[config.mk]
export PLATFORM = sky130hd
export DESIGN_NAME = eeac_ctrl
export DESIGN_NICKNAME = d
export VERILOG_FILES = /design/src/inc/eeac_pkg.sv /design/src/verilog/eeac_mem.sv /design/src/verilog/eeac_ctrl.sv
export SDC_FILE = /design/constraint.sdc
export NUM_CORES = 1
export LEC_CHECK = 0
export ABC_AREA = 1
export BUFFER_PORTS_ARGS = -buffer_cell sky130_fd_sc_hd__buf_2
export CORE_MARGIN = 2
export CORE_UTILIZATION = 35
export DETAILED_ROUTE_END_ITERATION = 12
export GPL_TIMING_DRIVEN = 0
export PLACE_DENSITY = 0.51
export SKIP_CTS_REPAIR_TIMING = 1
export SLEW_MARGIN = 20
export SYNTH_ARGS = -nofsm -noshare
export SYNTH_HDL_FRONTEND = slang
export SYNTH_HIERARCHICAL = 1
export SYNTH_SLANG_ARGS = --single-unit
[constraint.sdc]
create_clock -name clk -period 3.35 [get_ports clk]
set_input_delay 0.5025 -clock clk [delete_from_list [all_inputs] [get_ports clk]]
set_output_delay 0.5025 -clock clk [all_outputs]
set_load 0.02 [all_outputs]
[src/inc/eeac_pkg.sv]
package eeac_pkg;

  // I/O space layout
  localparam int unsigned IO_AW     = 6;
  localparam logic [5:0]  OFS_SCRATCH0 = 6'h13;
  localparam logic [5:0]  OFS_CTRL     = 6'h1c;
  localparam logic [5:0]  OFS_DATA     = 6'h1d;
  localparam logic [5:0]  OFS_ADDR     = 6'h1e;

  // Control register fields
  localparam int unsigned BIT_MODE_HI = 5;
  localparam int unsigned BIT_MODE_LO = 4;
  localparam int unsigned BIT_IRQ_EN  = 3;
  localparam int unsigned BIT_ARM     = 2;
  localparam int unsigned BIT_TRIG    = 1;
  localparam int unsigned BIT_READ    = 0;

  // Array geometry and reset values
  localparam int unsigned NVM_AW       = 6;
  localparam int unsigned NVM_DW       = 8;
  localparam logic [7:0]  RST_DATA     = 8'h00;
  localparam logic [7:0]  RST_SCRATCH0 = 8'h00;
  localparam logic [7:0]  ERASED_BYTE  = 8'hff;
  localparam logic [1:0]  PAD_ZERO     = 2'h0;

  // Program modes
  typedef enum logic [1:0] {
    EEAC_MODE_ATOMIC = 2'h0,
    EEAC_MODE_ERASE  = 2'h1,
    EEAC_MODE_WRITE  = 2'h2,
    EEAC_MODE_RSVD   = 2'h3
  } eeac_mode_t;

  // Controller states, Gray coded along idle, prog, commit
  typedef enum logic [1:0] {
    EEAC_ST_IDLE   = 2'h0,
    EEAC_ST_PROG   = 2'h1,
    EEAC_ST_COMMIT = 2'h3
  } eeac_state_t;

  // Timing, clock at 20 MHz
  localparam int unsigned CLK_PERIOD_NS = 50;
  localparam int unsigned T_ATOMIC_NS   = 3400000;
  localparam int unsigned T_SPLIT_NS    = 1800000;
  localparam int unsigned ATOMIC_CYCLES = T_ATOMIC_NS / CLK_PERIOD_NS;
  localparam int unsigned SPLIT_CYCLES  = T_SPLIT_NS / CLK_PERIOD_NS;
  localparam logic [2:0]  ARM_WINDOW    = 3'h4;
  localparam logic [2:0]  STALL_PROG    = 3'h2;
  localparam logic [2:0]  STALL_READ    = 3'h4;

endpackage

[src/verilog/eeac_mem.sv]
`timescale 1ns/1ps
// Byte array with registered read and erase/write/and-write port
module eeac_mem #(
  parameter int unsigned AW = 6,
  parameter int unsigned DW = 8
) (
  input  wire logic          clk,
  input  wire logic          rd_en,
  input  wire logic          wr_en,
  input  wire logic          and_mode,
  input  wire logic [AW-1:0] addr,
  input  wire logic [DW-1:0] wr_data,
  output logic      [DW-1:0] rd_data
);

  logic [DW-1:0] cells [0:(1<<AW)-1];

  // Write-only on unerased cells can only clear bits
  always_ff @(posedge clk)
  begin
    if (wr_en)
    begin
      cells[addr] <= and_mode ? (cells[addr] & wr_data) : wr_data;
    end
    if (rd_en)
    begin
      rd_data <= cells[addr];
    end
  end

endmodule // eeac_mem

[src/verilog/eeac_ctrl.sv]
`timescale 1ns/1ps
// Behaviour
// - Address is 6 bits, locations 0..63; address bits 7:6 read zero.
// - Data register holds byte to program, and receives fetched byte.
// - Mode 00 erase+write 3.4 ms, 01 erase 1.8 ms, 10 write 1.8 ms.
// - Mode writes are ignored while busy.
// - Reset clears mode to 00 unless programming is in progress.
// - Ready interrupt is a level while enabled, globally enabled and ready.
// - Arm bit clears itself four cycles after being set.
// - Trigger starts programming only within four cycles of arming.
// - Trigger bit reads as busy and clears when programming time ends.
// - Starting a program stalls the CPU for two cycles.
// - Read strobe fetches addressed byte into data register two cycles later.
// - Read strobe stalls the CPU for four cycles.
// - While busy, read strobes and address writes are ignored.
// - Control bits 7:6 read zero; software writes them zero.
// - Reset zeroes irq enable, arm, read strobe and data register.
// - Write-only on an unerased cell leaves the AND of old and new byte.
// - Reset during programming lets the operation finish.
module eeac_ctrl #(
  parameter int unsigned ATOMIC_CYCLES = eeac_pkg::ATOMIC_CYCLES,
  parameter int unsigned SPLIT_CYCLES  = eeac_pkg::SPLIT_CYCLES,
  parameter int unsigned CNT_W         = 17
) (
  input  wire logic       clk,
  input  wire logic       reset_n,
  input  wire logic [5:0] io_addr,
  input  wire logic       io_we,
  input  wire logic       io_re,
  input  wire logic [7:0] io_wdata,
  input  wire logic       global_irq_enable,
  output logic      [7:0] io_rdata,
  output logic            cpu_stall,
  output logic            ready_irq
);

  // Elaboration checks on counts
  if (ATOMIC_CYCLES < 1 || ATOMIC_CYCLES > (1 << CNT_W)) 
  begin : g_chk_atomic
    $error("ATOMIC_CYCLES does not fit the countdown");
  end
  if (SPLIT_CYCLES < 1 || SPLIT_CYCLES > (1 << CNT_W))
  begin : g_chk_split
    $error("SPLIT_CYCLES does not fit the countdown");
  end

  localparam logic [CNT_W-1:0] LOAD_ATOMIC = CNT_W'(ATOMIC_CYCLES - 1);
  localparam logic [CNT_W-1:0] LOAD_SPLIT  = CNT_W'(SPLIT_CYCLES - 1);
  localparam logic [CNT_W-1:0] CNT_ZERO    = '0;
  localparam logic [2:0]       ONE3        = 3'h1;
  localparam logic [2:0]       ZERO3       = 3'h0;

  typedef struct packed {
    eeac_pkg::eeac_state_t state;
    logic [CNT_W-1:0]      count;
    logic [5:0]            addr;
    logic [7:0]            data;
    eeac_pkg::eeac_mode_t  mode;
    logic                  irq_en;
    logic [2:0]            arm_cnt;
    logic [5:0]            lat_addr;
    logic [7:0]            lat_data;
    eeac_pkg::eeac_mode_t  lat_mode;
    logic [7:0]            scratch;
    logic                  rd_pending;
    logic                  stall;
    logic [2:0]            stall_left;
    logic [7:0]            rdata;
    logic                  irq;
  } eeac_regs_t;

  eeac_regs_t st;
  eeac_regs_t next_st;

  logic       busy;
  logic       armed;
  logic       ctrl_wr;
  logic       start;
  logic       read_go;
  logic       mem_we;
  logic       mem_and;
  logic [5:0] mem_addr;
  logic [7:0] mem_wdata;
  logic [7:0] mem_rdata;

  // Decode of software accesses
  assign busy    = (st.state != eeac_pkg::EEAC_ST_IDLE);
  assign armed   = (st.arm_cnt != ZERO3);
  assign ctrl_wr = reset_n && io_we && (io_addr == eeac_pkg::OFS_CTRL);
  assign start   = ctrl_wr && io_wdata[eeac_pkg::BIT_TRIG] && armed && !busy
                   && (st.mode != eeac_pkg::EEAC_MODE_RSVD);
  assign read_go = ctrl_wr && io_wdata[eeac_pkg::BIT_READ] && !busy && !start;

  // Array port: commit uses latched target, reads use live address
  assign mem_we    = (st.state == eeac_pkg::EEAC_ST_COMMIT);
  assign mem_and   = (st.lat_mode == eeac_pkg::EEAC_MODE_WRITE);
  assign mem_addr  = mem_we ? st.lat_addr : st.addr;
  assign mem_wdata = (st.lat_mode == eeac_pkg::EEAC_MODE_ERASE) ?
                     eeac_pkg::ERASED_BYTE : st.lat_data;

  eeac_mem #(
    .AW (eeac_pkg::NVM_AW),
    .DW (eeac_pkg::NVM_DW)
  ) eeac_mem_i (
    .clk      (clk),
    .rd_en    (read_go),
    .wr_en    (mem_we),
    .and_mode (mem_and),
    .addr     (mem_addr),
    .wr_data  (mem_wdata),
    .rd_data  (mem_rdata)
  );

  // Next-state computation
  always_comb
  begin
    next_st = st;
    next_st.rd_pending = read_go;

    // Arm window countdown, rewrite does not extend it
    if (armed)
    begin
      next_st.arm_cnt = st.arm_cnt - ONE3;
    end
    else if (ctrl_wr && io_wdata[eeac_pkg::BIT_ARM])
    begin
      next_st.arm_cnt = eeac_pkg::ARM_WINDOW;
    end

    // Control fields
    if (ctrl_wr)
    begin
      next_st.irq_en = io_wdata[eeac_pkg::BIT_IRQ_EN];
      if (!busy)
      begin
        next_st.mode = eeac_pkg::eeac_mode_t'(
          io_wdata[eeac_pkg::BIT_MODE_HI:eeac_pkg::BIT_MODE_LO]);
      end
    end

    // Address, data and scratch writes
    if (reset_n && io_we && io_addr == eeac_pkg::OFS_ADDR && !busy)
    begin
      next_st.addr = io_wdata[5:0];
    end
    if (st.rd_pending)
    begin
      next_st.data = mem_rdata;
    end
    else if (reset_n && io_we && io_addr == eeac_pkg::OFS_DATA)
    begin
      next_st.data = io_wdata;
    end
    if (reset_n && io_we && io_addr == eeac_pkg::OFS_SCRATCH0)
    begin
      next_st.scratch = io_wdata;
    end

    // CPU stall timing
    if (start)
    begin
      next_st.stall      = 1'b1;
      next_st.stall_left = eeac_pkg::STALL_PROG - ONE3;
    end
    else if (read_go)
    begin
      next_st.stall      = 1'b1;
      next_st.stall_left = eeac_pkg::STALL_READ - ONE3;
    end
    else if (st.stall_left != ZERO3)
    begin
      next_st.stall_left = st.stall_left - ONE3;
    end
    else
    begin
      next_st.stall = 1'b0;
    end

    // Programming sequencer
    case (st.state)
      eeac_pkg::EEAC_ST_IDLE:
      begin
        if (start)
        begin
          next_st.state    = eeac_pkg::EEAC_ST_PROG;
          next_st.lat_addr = st.addr;
          next_st.lat_data = st.data;
          next_st.lat_mode = st.mode;
          next_st.count    = (st.mode == eeac_pkg::EEAC_MODE_ATOMIC) ?
                             LOAD_ATOMIC : LOAD_SPLIT;
        end
      end
      eeac_pkg::EEAC_ST_PROG:
      begin
        if (st.count == CNT_ZERO)
        begin
          next_st.state = eeac_pkg::EEAC_ST_COMMIT;
        end
        else
        begin
          next_st.count = st.count - CNT_W'(1);
        end
      end
      eeac_pkg::EEAC_ST_COMMIT:
      begin
        next_st.state = eeac_pkg::EEAC_ST_IDLE;
      end
      default:
      begin
        next_st.state = eeac_pkg::EEAC_ST_IDLE;
      end
    endcase

    // Registered read port
    if (io_re)
    begin
      case (io_addr)
        eeac_pkg::OFS_ADDR:     next_st.rdata = {eeac_pkg::PAD_ZERO, st.addr};
        eeac_pkg::OFS_DATA:     next_st.rdata = st.data;
        eeac_pkg::OFS_CTRL:     next_st.rdata = {eeac_pkg::PAD_ZERO, st.mode, st.irq_en,
                                                 armed, busy, 1'b0};
        eeac_pkg::OFS_SCRATCH0: next_st.rdata = st.scratch;
        default:                next_st.rdata = 8'h00;
      endcase
    end

    // Level ready interrupt
    next_st.irq = st.irq_en && global_irq_enable && !busy;

    // Synchronous reset; sequencer and its mode survive while busy
    if (!reset_n)
    begin
      next_st.addr       = 6'h00;
      next_st.data       = eeac_pkg::RST_DATA;
      next_st.irq_en     = 1'b0;
      next_st.arm_cnt    = ZERO3;
      next_st.rd_pending = 1'b0;
      next_st.scratch    = eeac_pkg::RST_SCRATCH0;
      next_st.stall      = 1'b0;
      next_st.stall_left = ZERO3;
      next_st.rdata      = 8'h00;
      next_st.irq        = 1'b0;
      if (!busy)
      begin
        next_st.mode     = eeac_pkg::EEAC_MODE_ATOMIC;
        next_st.state    = eeac_pkg::EEAC_ST_IDLE;
        next_st.count    = CNT_ZERO;
        next_st.lat_mode = eeac_pkg::EEAC_MODE_ATOMIC;
        next_st.lat_addr = 6'h00;
        next_st.lat_data = 8'h00;
      end // busy: keep going
    end
  end

  // State register
  always_ff @(posedge clk)
  begin
    st <= next_st;
  end

  assign io_rdata  = st.rdata;
  assign cpu_stall = st.stall;
  assign ready_irq = st.irq;

  // Helper: length of the current busy period
  logic [CNT_W:0] busy_len;
  always_ff @(posedge clk)
  begin
    if (!busy)
    begin
      busy_len <= '0;
    end
    else
    begin
      busy_len <= busy_len + (CNT_W+1)'(1);
    end
  end

  logic [CNT_W:0] exp_len;
  assign exp_len = (st.lat_mode == eeac_pkg::EEAC_MODE_ATOMIC) ?
                   (CNT_W+1)'(ATOMIC_CYCLES + 1) : (CNT_W+1)'(SPLIT_CYCLES + 1);

  // Checks
  property p_addr_top_zero;
    @(posedge clk) disable iff (!reset_n)
      (io_re && io_addr == eeac_pkg::OFS_ADDR) |=> (io_rdata[7:6] == 2'h0);
  endproperty
  a_addr_top_zero: assert property (p_addr_top_zero) else $error("address top bits set");

  property p_ctrl_top_zero;
    @(posedge clk) disable iff (!reset_n)
      (io_re && io_addr == eeac_pkg::OFS_CTRL) |=> (io_rdata[7:6] == 2'h0 && io_rdata[0] == 1'b0);
  endproperty
  a_ctrl_top_zero: assert property (p_ctrl_top_zero) else $error("control reserved bits set");

  property p_mode_hold_busy;
    @(posedge clk) (busy && ctrl_wr) |=> (st.mode == $past(st.mode));
  endproperty
  a_mode_hold_busy: assert property (p_mode_hold_busy) else $error("mode changed while busy");

  property p_mode_reset;
    @(posedge clk) (!reset_n && !busy) |=> (st.mode == eeac_pkg::EEAC_MODE_ATOMIC);
  endproperty
  a_mode_reset: assert property (p_mode_reset) else $error("mode not cleared by reset");

  property p_arm_clears;
    @(posedge clk) disable iff (!reset_n)
      $rose(armed) |-> armed [*4] ##1 !armed;
  endproperty
  a_arm_clears: assert property (p_arm_clears) else $error("arm window not four cycles");

  property p_trig_needs_arm;
    @(posedge clk) disable iff (!reset_n)
      (ctrl_wr && io_wdata[eeac_pkg::BIT_TRIG] && !armed && !busy) |=> !busy;
  endproperty
  a_trig_needs_arm: assert property (p_trig_needs_arm) else $error("unarmed trigger started");

  property p_busy_len;
    @(posedge clk) disable iff (!reset_n) $fell(busy) |-> (busy_len == exp_len);
  endproperty
  a_busy_len: assert property (p_busy_len) else $error("programming time wrong");

  property p_prog_stall;
    @(posedge clk) disable iff (!reset_n)
      start |=> cpu_stall [*2] ##1 !cpu_stall;
  endproperty
  a_prog_stall: assert property (p_prog_stall) else $error("program stall not two cycles");

  property p_read_stall;
    @(posedge clk) disable iff (!reset_n)
      read_go |=> cpu_stall [*4] ##1 !cpu_stall;
  endproperty
  a_read_stall: assert property (p_read_stall) else $error("read stall not four cycles");

  property p_read_fetch;
    @(posedge clk) disable iff (!reset_n)
      read_go |-> ##2 (st.data == eeac_mem_i.cells[$past(st.addr, 2)]);
  endproperty
  a_read_fetch: assert property (p_read_fetch) else $error("fetched byte not in data");

  property p_busy_blocks;
    @(posedge clk) disable iff (!reset_n) busy |=> ($stable(st.addr) && !st.rd_pending);
  endproperty
  a_busy_blocks: assert property (p_busy_blocks) else $error("access while busy");

  property p_irq_level;
    @(posedge clk) disable iff (!reset_n)
      (st.irq_en && global_irq_enable && !busy) |=> ready_irq;
  endproperty
  a_irq_level: assert property (p_irq_level) else $error("ready irq missing");

  property p_reset_zero;
    @(posedge clk) !reset_n |=> (!st.irq_en && !armed && st.data == 8'h00);
  endproperty
  a_reset_zero: assert property (p_reset_zero) else $error("reset values wrong");

  property p_reset_finishes;
    @(posedge clk) (!reset_n && st.state == eeac_pkg::EEAC_ST_PROG) |=> busy;
  endproperty
  a_reset_finishes: assert property (p_reset_finishes) else $error("reset aborted program");

  // Scenario coverage
  c_start:     cover property (@(posedge clk) start);
  c_read:      cover property (@(posedge clk) read_go);
  c_commit:    cover property (@(posedge clk) mem_we);
  c_reset_bsy: cover property (@(posedge clk) !reset_n && busy);

endmodule // eeac_ctrl

Word-level counts from Yosys, hierarchy flattened --
Memory sizes are Yosys's and may differ from the RTL's. Cells that the tools add are included.
Operators by class: add/sub/neg operators 3, multipliers 0, divide/modulo/power cells 0, magnitude comparators 0, equal/unequal tests 10, shift-type cells 0, mux-type cells 31, bitwise logic cells 2, reduce and logical (&&, ||, !) cells 30
Operators with widths (count):
- $mux W77 | 1
- $mux W16 | 3
- $mux W8 | 6
- $mux W19 | 2
- $mux W17 | 2
- $pmux W17 S2 | 1
- $pmux W8 S4 | 1
- $eq A6 B5 Y1 const B | 4
- $logic_not A17 Y1 | 1
- $sub A17 B1 Y17 const B | 1
- $logic_and A1 B1 Y1 | 16
- $mux W3 | 4
- $mux W6 | 2
- $reduce_bool A3 Y1 | 3
- $and A8 B8 Y8 | 1
- $mux W4 | 2
- $reduce_bool A2 Y1 | 4
- $mux W2 | 3
- $sub A3 B1 Y3 const B | 2
- $eq A2 B1 Y1 const B | 2
- $eq A2 B2 Y1 const B | 2
- $logic_not A2 Y1 | 2
- $pmux W2 S2 | 1
- $mux W1 | 3
- 6 further kinds | 7
Storage, ports and cells: bits in registers 85, latch bits 0, RAM bits 512, bits in read-only memories 0, bits of input ports 19, output and inout port bits 10, logic and storage cells 96, memories kept 1
Memories:
- eeac_mem_i.cells | depth 64, width 8, rd ports 1, clocked after memory_dff 0, wr ports 1, line eeac_mem.sv:16 | logic [DW-1:0] cells [0:(1<<AW)-1];

Logic depth before layout (Yosys ltp) --
Gate-level depths: netlist (run 1).
word-level depth 11, mapped depth 20, depth with buffers taken out 17

Cells and area by module --
Netlist (run 1), hierarchy kept.
By module, submodules not included:
- eeac_mem | times used 1, cells an instance 2193, area each 22172.5 um^2, sequential area each 15615.0 um^2
- eeac_ctrl | times used 1, cells an instance 554, area each 3977.6 um^2, sequential area each 1541.5 um^2

Worst setup path after synthesis (run 1) --
Ideal clock, no wire load.
path kind register -> register, from register st[76] (netlist name), to memory eeac_mem_i.cells[0][7] (data pin), library setup time 343 ps, arrival 2771 ps, setup slack 237 ps, cell stages (with the launch flop) 21, buffers on the path 4, clock period less this slack 3113 ps, cells stage by stage dfxtp_1 nand2_1 inv_1 clkbuf_1 o21ai_0 buf_6 inv_4 buf_6 buf_2 nand2_1 nand2_1 nand2_1 nand2_1 nand2_1 nand2_1 nand2_1 nand2_1 nor2_1 nand3_1 nand2_1 inv_1
On the way: longest elaborated chain between the ends 5
Ends and longest elaborated chain:
- from (decl) | line eeac_ctrl.sv:72 | eeac_regs_t st;
- from (signal assigned) | line eeac_ctrl.sv:258 | st <= next_st;
- $eq A2 B2 Y1 | line eeac_ctrl.sv:95 | assign mem_we = (st.state == eeac_pkg::EEAC_ST_COMMIT);
- via mem_we | line eeac_ctrl.sv:80 | logic mem_we;
- $mux W6 | line eeac_ctrl.sv:97 | assign mem_addr = mem_we ? st.lat_addr : st.addr;
- via mem_addr[0] | line eeac_ctrl.sv:82 | logic [5:0] mem_addr;
- $mem_v2 Z64 W8
- $and A8 B8 Y8 | line eeac_mem.sv:23 | cells[addr] <= and_mode ? (cells[addr] & wr_data) : wr_data;
- $mux W8 | line eeac_mem.sv:23
- to (decl) | line eeac_mem.sv:16
The timed path passes the listed nets, and every way through them passes these cells.

Worst setup path after layout (run 1) --
from register st[75] (netlist name), to memory eeac_mem_i.cells[17][2] (enable)
RTL lines (line):
- $eq A2 B2 Y1 | eeac_ctrl.sv:95
- via mem_we | eeac_ctrl.sv:80
- $mux W6 | eeac_ctrl.sv:97
- via mem_addr[1] | eeac_ctrl.sv:82
The timed path passes the listed nets, and every way through them passes these cells.

==> run summary, run 1 <==
The flow ran to the end, and the final reports show no timing, DRC or antenna violations. The worst setup skew after layout came out at 0.0288 ns. The tools report the final net count as 2900.

The number of cells on the worst reg-to-reg path is 8. The async set-reset flop share out of synthesis is 0. For flop-to-flop paths, the worst setup slack is 0.06 ns.

The top flip-flop cell by instance count after synthesis was edfxtp_1. The number of vias per cell works out to 4.95. In this run the most critical hold path is launched from global_irq_enable. The first global-routing pass estimated 116000 um of wire. The worst register-to-register path ends at eeac_mem_i/cells[17][2]. For the final wirelength, the log shows 80800 um. The largest total area in the synthesized netlist belongs to edfxtp_1. The residual DRC count was 0. The synthesized netlist contains 44 unique library cells. The largest voltage drop on the vdd net was 0.345 mV; the number of buffers and inverters on the critical path was 3. The maximum level of the CTS H-tree is 3. After detailed routing, the average wire length per cell comes to 20.7 um. Walking the worst path, the cells encountered are nand2_1 -> inv_2 -> buf_6 -> o21ai_4 -> clkdlybuf4s15_2 -> nor2_1 -> nand3_2 -> nor2_2. The required time at the worst-slack endpoint came out at 3.61 ns.

The stage delay of the slowest cell on the critical path works out to 0.62 ns. After clock tree synthesis, the clock-pin slew on the worst setup and hold paths is 0.06 ns. The tool flagged a number of max-cap violations equal to 0.

The iteration count of the initial detailed-routing pass came out at 6. Classification of the worst-slack hold path: input port to flop. Setup repair after global routing could not meet its margin everywhere. The final period utilization was 0.981; the number of endpoints with negative hold slack in the final report was 0. TritonCTS built the clock tree. The net count after synthesis is 2768, and the TritonCTS sink count is 597.

The die covers 76900 um^2. The logs give 0.0126 W for the internal power contribution and 51800 um for the sum of net half-perimeters after detailed placement. In the synthesized netlist, the cells that appear most often are nand2_1, edfxtp_1, nor2_1, inv_1, dfxtp_1.

The number of enable-type register cells in the synthesized netlist is 520, and the transition time at the pin with the least slew margin is 0.841 ns. The combined area of the multi-input logic cells came out at 8510 um^2. Data on the critical path arrives at its endpoint at 3.55 ns. The worst slew slack as a fraction of its limit was 0.436; the flip-flop and latch count after synthesis was 597. STA classifies the critical path startpoint as a flop. For the post-synthesis instance area, the log shows 26200 um^2. The initial standard-cell utilization of the core was 0.352; the net switching component of the power was 0.00331 W. The clock latency on the worst-skew pair is 0.63 ns.

In this run the power density over the cells is 511 nW/um^2. Ranked by total cell area, the synthesized netlist is headed by edfxtp_1, nand2_1, dfxtp_1, nor2_1, inv_1. The sequential cells in the finished layout cover a total of 17200 um^2. Buffers inserted during clock tree synthesis total 68.

The height of the die was 277 um. Cell type of the slowest stage on the worst timing path: nor2_2. The number of antenna diodes in the final layout is 0. The number of warnings issued by yosys is 6.

The root buffer cell chosen for the clock tree is clkbuf_16. Counting tap cells, the placed design contains a total of 3753 instances. The share of power burned in registers was 0.501. The tools report the end point of the most critical hold path as ready_irq. The DRC marker count from the first detailed-route iteration is 1827, and the hold path depth is 3. The worst register-to-register path begins at st[75]. The smallest clock period supported by the final layout is computed as 3.29 ns.

For the leakage power figure, the log shows 12.5 nW. Synthesis produced 2747 cells. The count of final max-slew check failures is 0, and the sequential fraction of the synthesis area is 0.656. The share of total power consumed by net switching was 0.208; the number of antenna violations at the first check in global routing was 0. The tightest hold path in the finished design has a slack of 0.132 ns.

The final RePlAce weighted congestion came out at 0.856. The area added between synthesis and finish is 19.4%. The fraction of layout cells with a size suffix above 1 was 0.158; the number of global-route vias before repair was 18786. The core region is 74200 um^2.

By startpoint and endpoint, the worst setup path is classified as flop to flop. Area of placed instances: 27700 um^2. In this run the remaining antenna-violating nets after routing total 0. The worst setup path is captured at a flop.

The portion of synthesized cell area occupied by the leading cell type came out at 0.597. Row generation in the floorplan step produced 100 rows. nand2_1 is the most common cell in the netlist. After filler insertion, the fill cell instance count of the layout stands at 7150. Setup slack on the critical path of the routed design comes to 0.0639 ns. The total global-route track usage was 0.201; the final standard cell count with taps included and fillers excluded was 3902.

The cell class contributing the biggest share of worst-path delay is simple AND/OR/NAND/NOR gates. The tools report the post-route standard cell area excluding fillers as 31200 um^2. The count of buffers inserted at the top-level ports was 27; the via count was 19331. The total negative slack for setup checks is 0 ns, and the maximum number of pins on one net before global-route repair is 65. During I/O placement, the number of pins put on the boundary was 29. The tools report the clock share of power as 0.485.

For the number of setup violations in the final report, the log shows 0. The tools report the share of total power in combinational logic as 0.014. After global routing the overflow that remains totals 0. Of all nets on the critical path, the largest fanout is 10.

OpenSTA, run right after detailed placement, puts the worst setup slack at -1.12 ns. After synthesis, the mean cell area works out to 9.52 um^2. The die span in x was 277 um; the highest clock frequency the design can meet was 304 MHz. The maximum root-to-sink buffer count is 3.
## power groups by stage
stage	Combinational (W)	Clock [W]	Sequential (W)
after floorplan	0.000151	0	0.00815
after global placement	0.000210	0	0.00815
after detailed placement	0.000221	0	0.00815
after CTS	0.000222	0.00786	0.00799
after global routing	0.000254	0.00814	0.00799
final	0.000228	0.00773	0.00799
## worst register-to-register path: stages, from the launching register on
cell             delay [ns]
dfxtp_1                0.40
nand2_1                0.09
inv_2                  0.11
buf_6                  0.16
o21ai_4                0.08
clkdlybuf4s15_2        0.30
nor2_1                 0.59
nand3_2                0.58
nor2_2                 0.62
## how the worst max path moves through the flow
stage / from / cells past startpoint / to
3_5_place_dp: st[76] / 9 / eeac_mem_i/cells[61][4]
6_report: st[75] / 8 / eeac_mem_i/cells[17][2]
5_1_grt: st[75] / 11 / eeac_mem_i/cells[41][3]
4_1_cts: st[76] / 9 / eeac_mem_i/cells[61][4]
3_3_place_gp: st[76] / 15 / eeac_mem_i/cells[61][3]
2_1_floorplan: st[76] / 20 / eeac_mem_i/cells[0][7]
## registers in the layout, summed over array words and instances (netlist names)
| name | count |
|---|---|
| io_rdata | 8 |
| eeac_mem_i/cells | 512 |
| eeac_mem_i/rd_data | 8 |
| cpu_stall | 1 |
| st | 67 |
| ready_irq | 1 |
## cells by family (layout without fill, tap and decap cells)
family                   after synthesis  after routing  synth area share
XOR/XNOR                               6              6           0.00201
AND/OR/NAND/NOR                     1783           1783             0.270
AO/OA/AOI/OAI                        123            123            0.0280
flip-flops                           597            597             0.656
buffers and inverters                235            421            0.0427
multiplexers                           1              1          0.000431
adder cells (fa/ha/maj)                2              2          0.000957
## cell type report
cell class	instances	share of cell area
flip-flops and latches	597	0.549
well taps	969	0.0388
repair buffers	59	0.0212
clock buffers	85	0.0591
repair inverters	3	0.000601
inverters	107	0.0162
clock inverters	39	0.0153
plain buffers	128	0.0270
multi-input cells	1915	0.272
## per-stage QoR
stage / utilization / power [W]
after floorplan: - / 0.00830
after detailed placement: 0.374 / 0.00837
after global routing: 0.421 / 0.0164
final: 0.421 / 0.0160
after global placement: 0.371 / 0.00836
after CTS: 0.405 / 0.0161
## routing by layer
layer	vias to the layer above	GRT usage	wire length, um
met1	9426	0.273	35900
li1	9190	-	-
met5	-	0	0
met3	127	0.0316	4600
met4	0	0.0606	2090
met2	588	0.330	38200
## cell usage in the layout (no fill, tap or decap), drive strengths merged
cell	netlist	final
clkdlybuf4s15	0	1
bufinv	0	10
edfxtp	520	520
dfxtp	77	77
xor2	6	6
nor2	137	137
clkinv	4	29
nand3	67	67
o22ai	2	2
ha	2	2
and3	1	1
o31ai	9	9
o211ai	4	4
nand2	1539	1539
inv	103	105
a31oi	8	8
buf	97	128
or2	7	7
a211oi	3	3
o21ai	55	55
nor4	2	2
mux2	1	1
a21oi	42	42
nand4	15	15
nor3	15	15
clkinvlp	0	5
clkbuf	31	143
No activity file was read; power rests on OpenSTA's default activity.
==> inputs of run 2 (changes only) <==
--- a/config.mk
+++ b/config.mk
@@ -6,12 +6,13 @@
 export NUM_CORES = 1
 export LEC_CHECK = 0
 export ABC_AREA = 1
-export BUFFER_PORTS_ARGS = -buffer_cell sky130_fd_sc_hd__buf_2
+export BUFFER_PORTS_ARGS = -buffer_cell sky130_fd_sc_hd__buf_4
 export CORE_MARGIN = 2
 export CORE_UTILIZATION = 35
 export DETAILED_ROUTE_END_ITERATION = 12
 export GPL_TIMING_DRIVEN = 0
 export PLACE_DENSITY = 0.51
+export RECOVER_POWER = 50
 export SKIP_CTS_REPAIR_TIMING = 1
 export SLEW_MARGIN = 20
 export SYNTH_ARGS = -nofsm -noshare
==> constraint.sdc (replaced) <==
create_clock -name clk -period 3.35 [get_ports clk]
set_input_delay 0.1675 -clock clk [delete_from_list [all_inputs] [get_ports clk]]
set_output_delay 0.1675 -clock clk [all_outputs]
set_load 0.02 [all_outputs]
==> run 2 against run 1 <==
  * The run now ends with setup timing left
  * Fmax down 2.0%
  * First-iteration DRC count is 14% lower
  * Clock power fell by 6.1%
  * Global-route usage fell by 0.40 points
  * Sequential power hardly changed
  * Core utilization down 0.54 points
  * Via count down 1.4%
  * Sequential cell count unchanged
  * Die area unchanged
  * Register-to-register slack got worse by 0.07 ns
  * Non-clock buffer count shrank 2
  * Critical path depth unchanged
  * Largest cell class unchanged
==> run summary, run 2 (same netlist as run 1, synthesis figures left out) <==
The flow ran to the end, but the final reports show violations. The checks that failed: setup timing. The most common cell after layout, fill and taps aside is nand2_1.

Setup repair after global routing could not meet its margin everywhere. The largest voltage drop on the vdd net is 0.304 mV (-12%), and the number of setup violations in the final report is 4 (+4). The minimum setup slack in the final design was -0.00207 ns (-0.0659 ns). The area of placed instances was 27800 um^2 (+0.12%); the fraction of layout cells with a size suffix above 1 was 0.144 (-0.0138). The total power came out at 0.0155 W (-2.9%). The endpoint identified for the worst register-to-register timing path is eeac_mem_i/cells[9][3].

The iteration count of the initial detailed-routing pass came out at 5 (-1). The number of antenna violations at the first check in global routing is 0 (unchanged). The final RePlAce weighted congestion is 0.878 (+2.6%), and the number of vias per cell is 4.89 (-1.3%). STA classifies the critical path startpoint as a flop. The worst-case reg-to-reg path depth was 8 (unchanged); the antenna diode count was 0 (unchanged). The run gives 29 (unchanged) as the I/O pin count. The final wirelength was 76600 um (-5.2%). Relative to the synthesized area, the layout overhead comes to 17.9%. Total negative slack for setup checks: -0.00779 ns (-0.00779 ns). The setup slack on the worst flop-to-flop path is -0.002 ns (-0.07 ns), and the flip-flop count of the largest register, all copies and words added is 512 (unchanged).

The sum of net half-perimeters after detailed placement was 51500 um (-0.63%). Traced cell by cell, the critical path runs through nand2_1 -> inv_2 -> buf_4 -> o21ai_1 -> buf_6 -> nor2_1 -> nand3_1 -> nor2_2. Total global-route track usage: 0.197 (-0.00401). The net switching component of the power was 0.00324 W (-2.2%). The min-delay analysis places its worst path in the category input port to flop. The number of global-route vias before repair is 18506 (-1.5%).

Initial standard-cell utilization of the core: 0.352 (unchanged). The tools report the count of final max-slew check failures as 0 (unchanged). The worst setup path is captured at a flop. The tools report the share of total power in combinational logic as 0.015 (about the same).

The die span in x was 277 um (unchanged); the worst setup skew after layout was 0.0476 ns (+0.0188 ns). The logs give 68 (unchanged) for the number of buffers inserted during clock tree synthesis and 30800 um^2 (-1.3%) for the post-route standard cell area excluding fillers. The highest clock frequency the design can meet came out at 298 MHz (-2.0%). The logs give 0.387 (-0.0490) for the worst slew slack as a fraction of its limit and 0.0122 W (-3.1%) for the internal power contribution. For the DRC marker count from the first detailed-route iteration, the log shows 1576 (-14%). The tools report the cell row count as 100 (unchanged). The hold path depth came out at 5 (+2). The maximum root-to-sink buffer count came out at 3 (unchanged). The power density over the cells is 502 nW/um^2 (-1.7%), and the residual DRC count is 0 (unchanged). The critical-path maximum fanout works out to 10 (unchanged). Largest register by flop count: eeac_mem_i/cells.

The count of buffers inserted at the top-level ports is 27 (unchanged). TritonCTS built the clock tree. The remaining global-route overflow was 0 (unchanged); the placeable core area was 74200 um^2 (unchanged).

For the number of endpoints with negative hold slack in the final report, the log shows 0 (unchanged). The utilization after layout was 0.416 (-0.00541). The run gives 3.59 ns (+0.04 ns) as the arrival time at the worst endpoint.

The top cell types in the final layout, fill and taps aside, are nand2_1, edfxtp_1, inv_1. The largest registers in the layout are eeac_mem_i/cells x512, st x67. The stage delay of the slowest cell on the critical path works out to 0.74 ns (+0.12 ns). The cell type of the slowest stage on the worst timing path is nor2_2. The post-detailed-route count of antenna-violating nets is 0 (unchanged). Final net count: 2896 (-0.14%). The final period utilization was 1.00 (+0.0197); the number of max-capacitance violations reported was 0 (unchanged). The end point of the most critical hold path is st[41]. Clock root buffer master: clkbuf_16. The logs give 0.63 ns (about the same) for the clock latency on the worst-skew pair and 65 (unchanged) for the maximum number of pins on one net before global-route repair. The minimum period implied by the final worst setup slack was 3.35 ns (+0.0659 ns); the TritonCTS sink count was 597 (unchanged). The required time at the worst-slack endpoint is 3.59 ns (-0.02 ns), and the via count is 19069 (-1.4%). The tools report the leakage power figure as 12.4 nW (-1.4%). The clock transition at the registers of the reported paths is 0.06 ns (about the same). The tools report the die footprint as 76900 um^2 (unchanged). In this run the most critical hold path is launched from io_we. The height of the die is 277 um (unchanged), and the maximum level of the CTS H-tree is 3 (unchanged).

The launching point of the worst reg2reg path is st[76]. The share of power burned in registers was 0.516 (+0.015); the routed length per placed instance was 19.7 um (-5.1%). The logs give 114000 um (-1.7%) for the wire length of the first global-routing pass and 0.469 (-0.016) for the clock share of power. The share of total power consumed by net switching came out at 0.209 (+0.00154). The worst setup timing slack at the placement stage is -1.12 ns (+0.00559 ns), and the transition time at the pin with the least slew margin is 0.914 ns (+0.0732 ns). The path type of the worst setup path was flop to flop.
-- run 2: cell count changes in the layout (fill, tap and decap cells not counted), sizes merged --
cell and change:
dlygate4sd3 +10, buf -9, inv -5, clkinv +4
clkbuf -3, bufinv -2, clkinvlp +2, clkdlybuf4s15 -1
-- run 2: power by group through the flow --
stage	clock, W	combinational [W]	sequential, W
finish	0.00726	0.000235	0.00799
global route	0.00769	0.000262	0.00799
CTS	0.00741	0.000225	0.00799
detailed placement	0	0.000224	0.00815
global placement	0	0.000216	0.00815
floorplan	0	0.000151	0.00815
-- run 2: routing by layer --
layer / part of all wire / up-vias / global-route usage
met3: 0.056 / 119 / 0.0324
met2: 0.48 / 590 / 0.324
met5: 0 / - / 0
met4: 0.026 / 0 / 0.0628
li1: - / 9190 / -
met1: 0.44 / 9170 / 0.265
-- run 2: area by class of cell --
type | count | area (um^2)
clock buffer | 84 | 1800
sequential | 597 | 17200
fill | 7217 | 43400
multi-input combinational | 1915 | 8320
tap | 969 | 1210
timing repair buffer | 57 | 626
buffer | 128 | 800
inverter | 107 | 533
clock inverter | 40 | 375
timing repair inverter | 1 | 5.00
-- run 2: metrics by stage --
stage	hold slack, ns	std cells
2_1_floorplan	0.280	2747
3_3_place_gp	0.395	3743
3_5_place_dp	0.408	3752
4_1_cts	-0.227	3876
5_1_grt	0.0393	3898
6_report	0.0419	3898
-- run 2: how the worst max path moves through the flow --
stage           start                 endpoint  depth (start not counted)  slack, ns
2_1_floorplan  st[76]   eeac_mem_i/cells[0][7]                         20       0.24
3_3_place_gp   st[76]  eeac_mem_i/cells[56][3]                         15      -2.48
3_5_place_dp   st[76]  eeac_mem_i/cells[60][3]                          9      -1.12
4_1_cts        st[76]  eeac_mem_i/cells[60][4]                          9      -1.13
5_1_grt        st[76]  eeac_mem_i/cells[25][3]                         19      -0.10
6_report       st[76]   eeac_mem_i/cells[9][3]                          8     -0.002
-- run 2: worst max-delay path, delay by kind of cell, from the launching register on --
family / cells / cell delay, ns
AO/OA/AOI/OAI: 1 / 0.09
buffers and inverters: 3 / 0.43
flip-flops: 1 / 0.40
AND/OR/NAND/NOR: 4 / 2.05
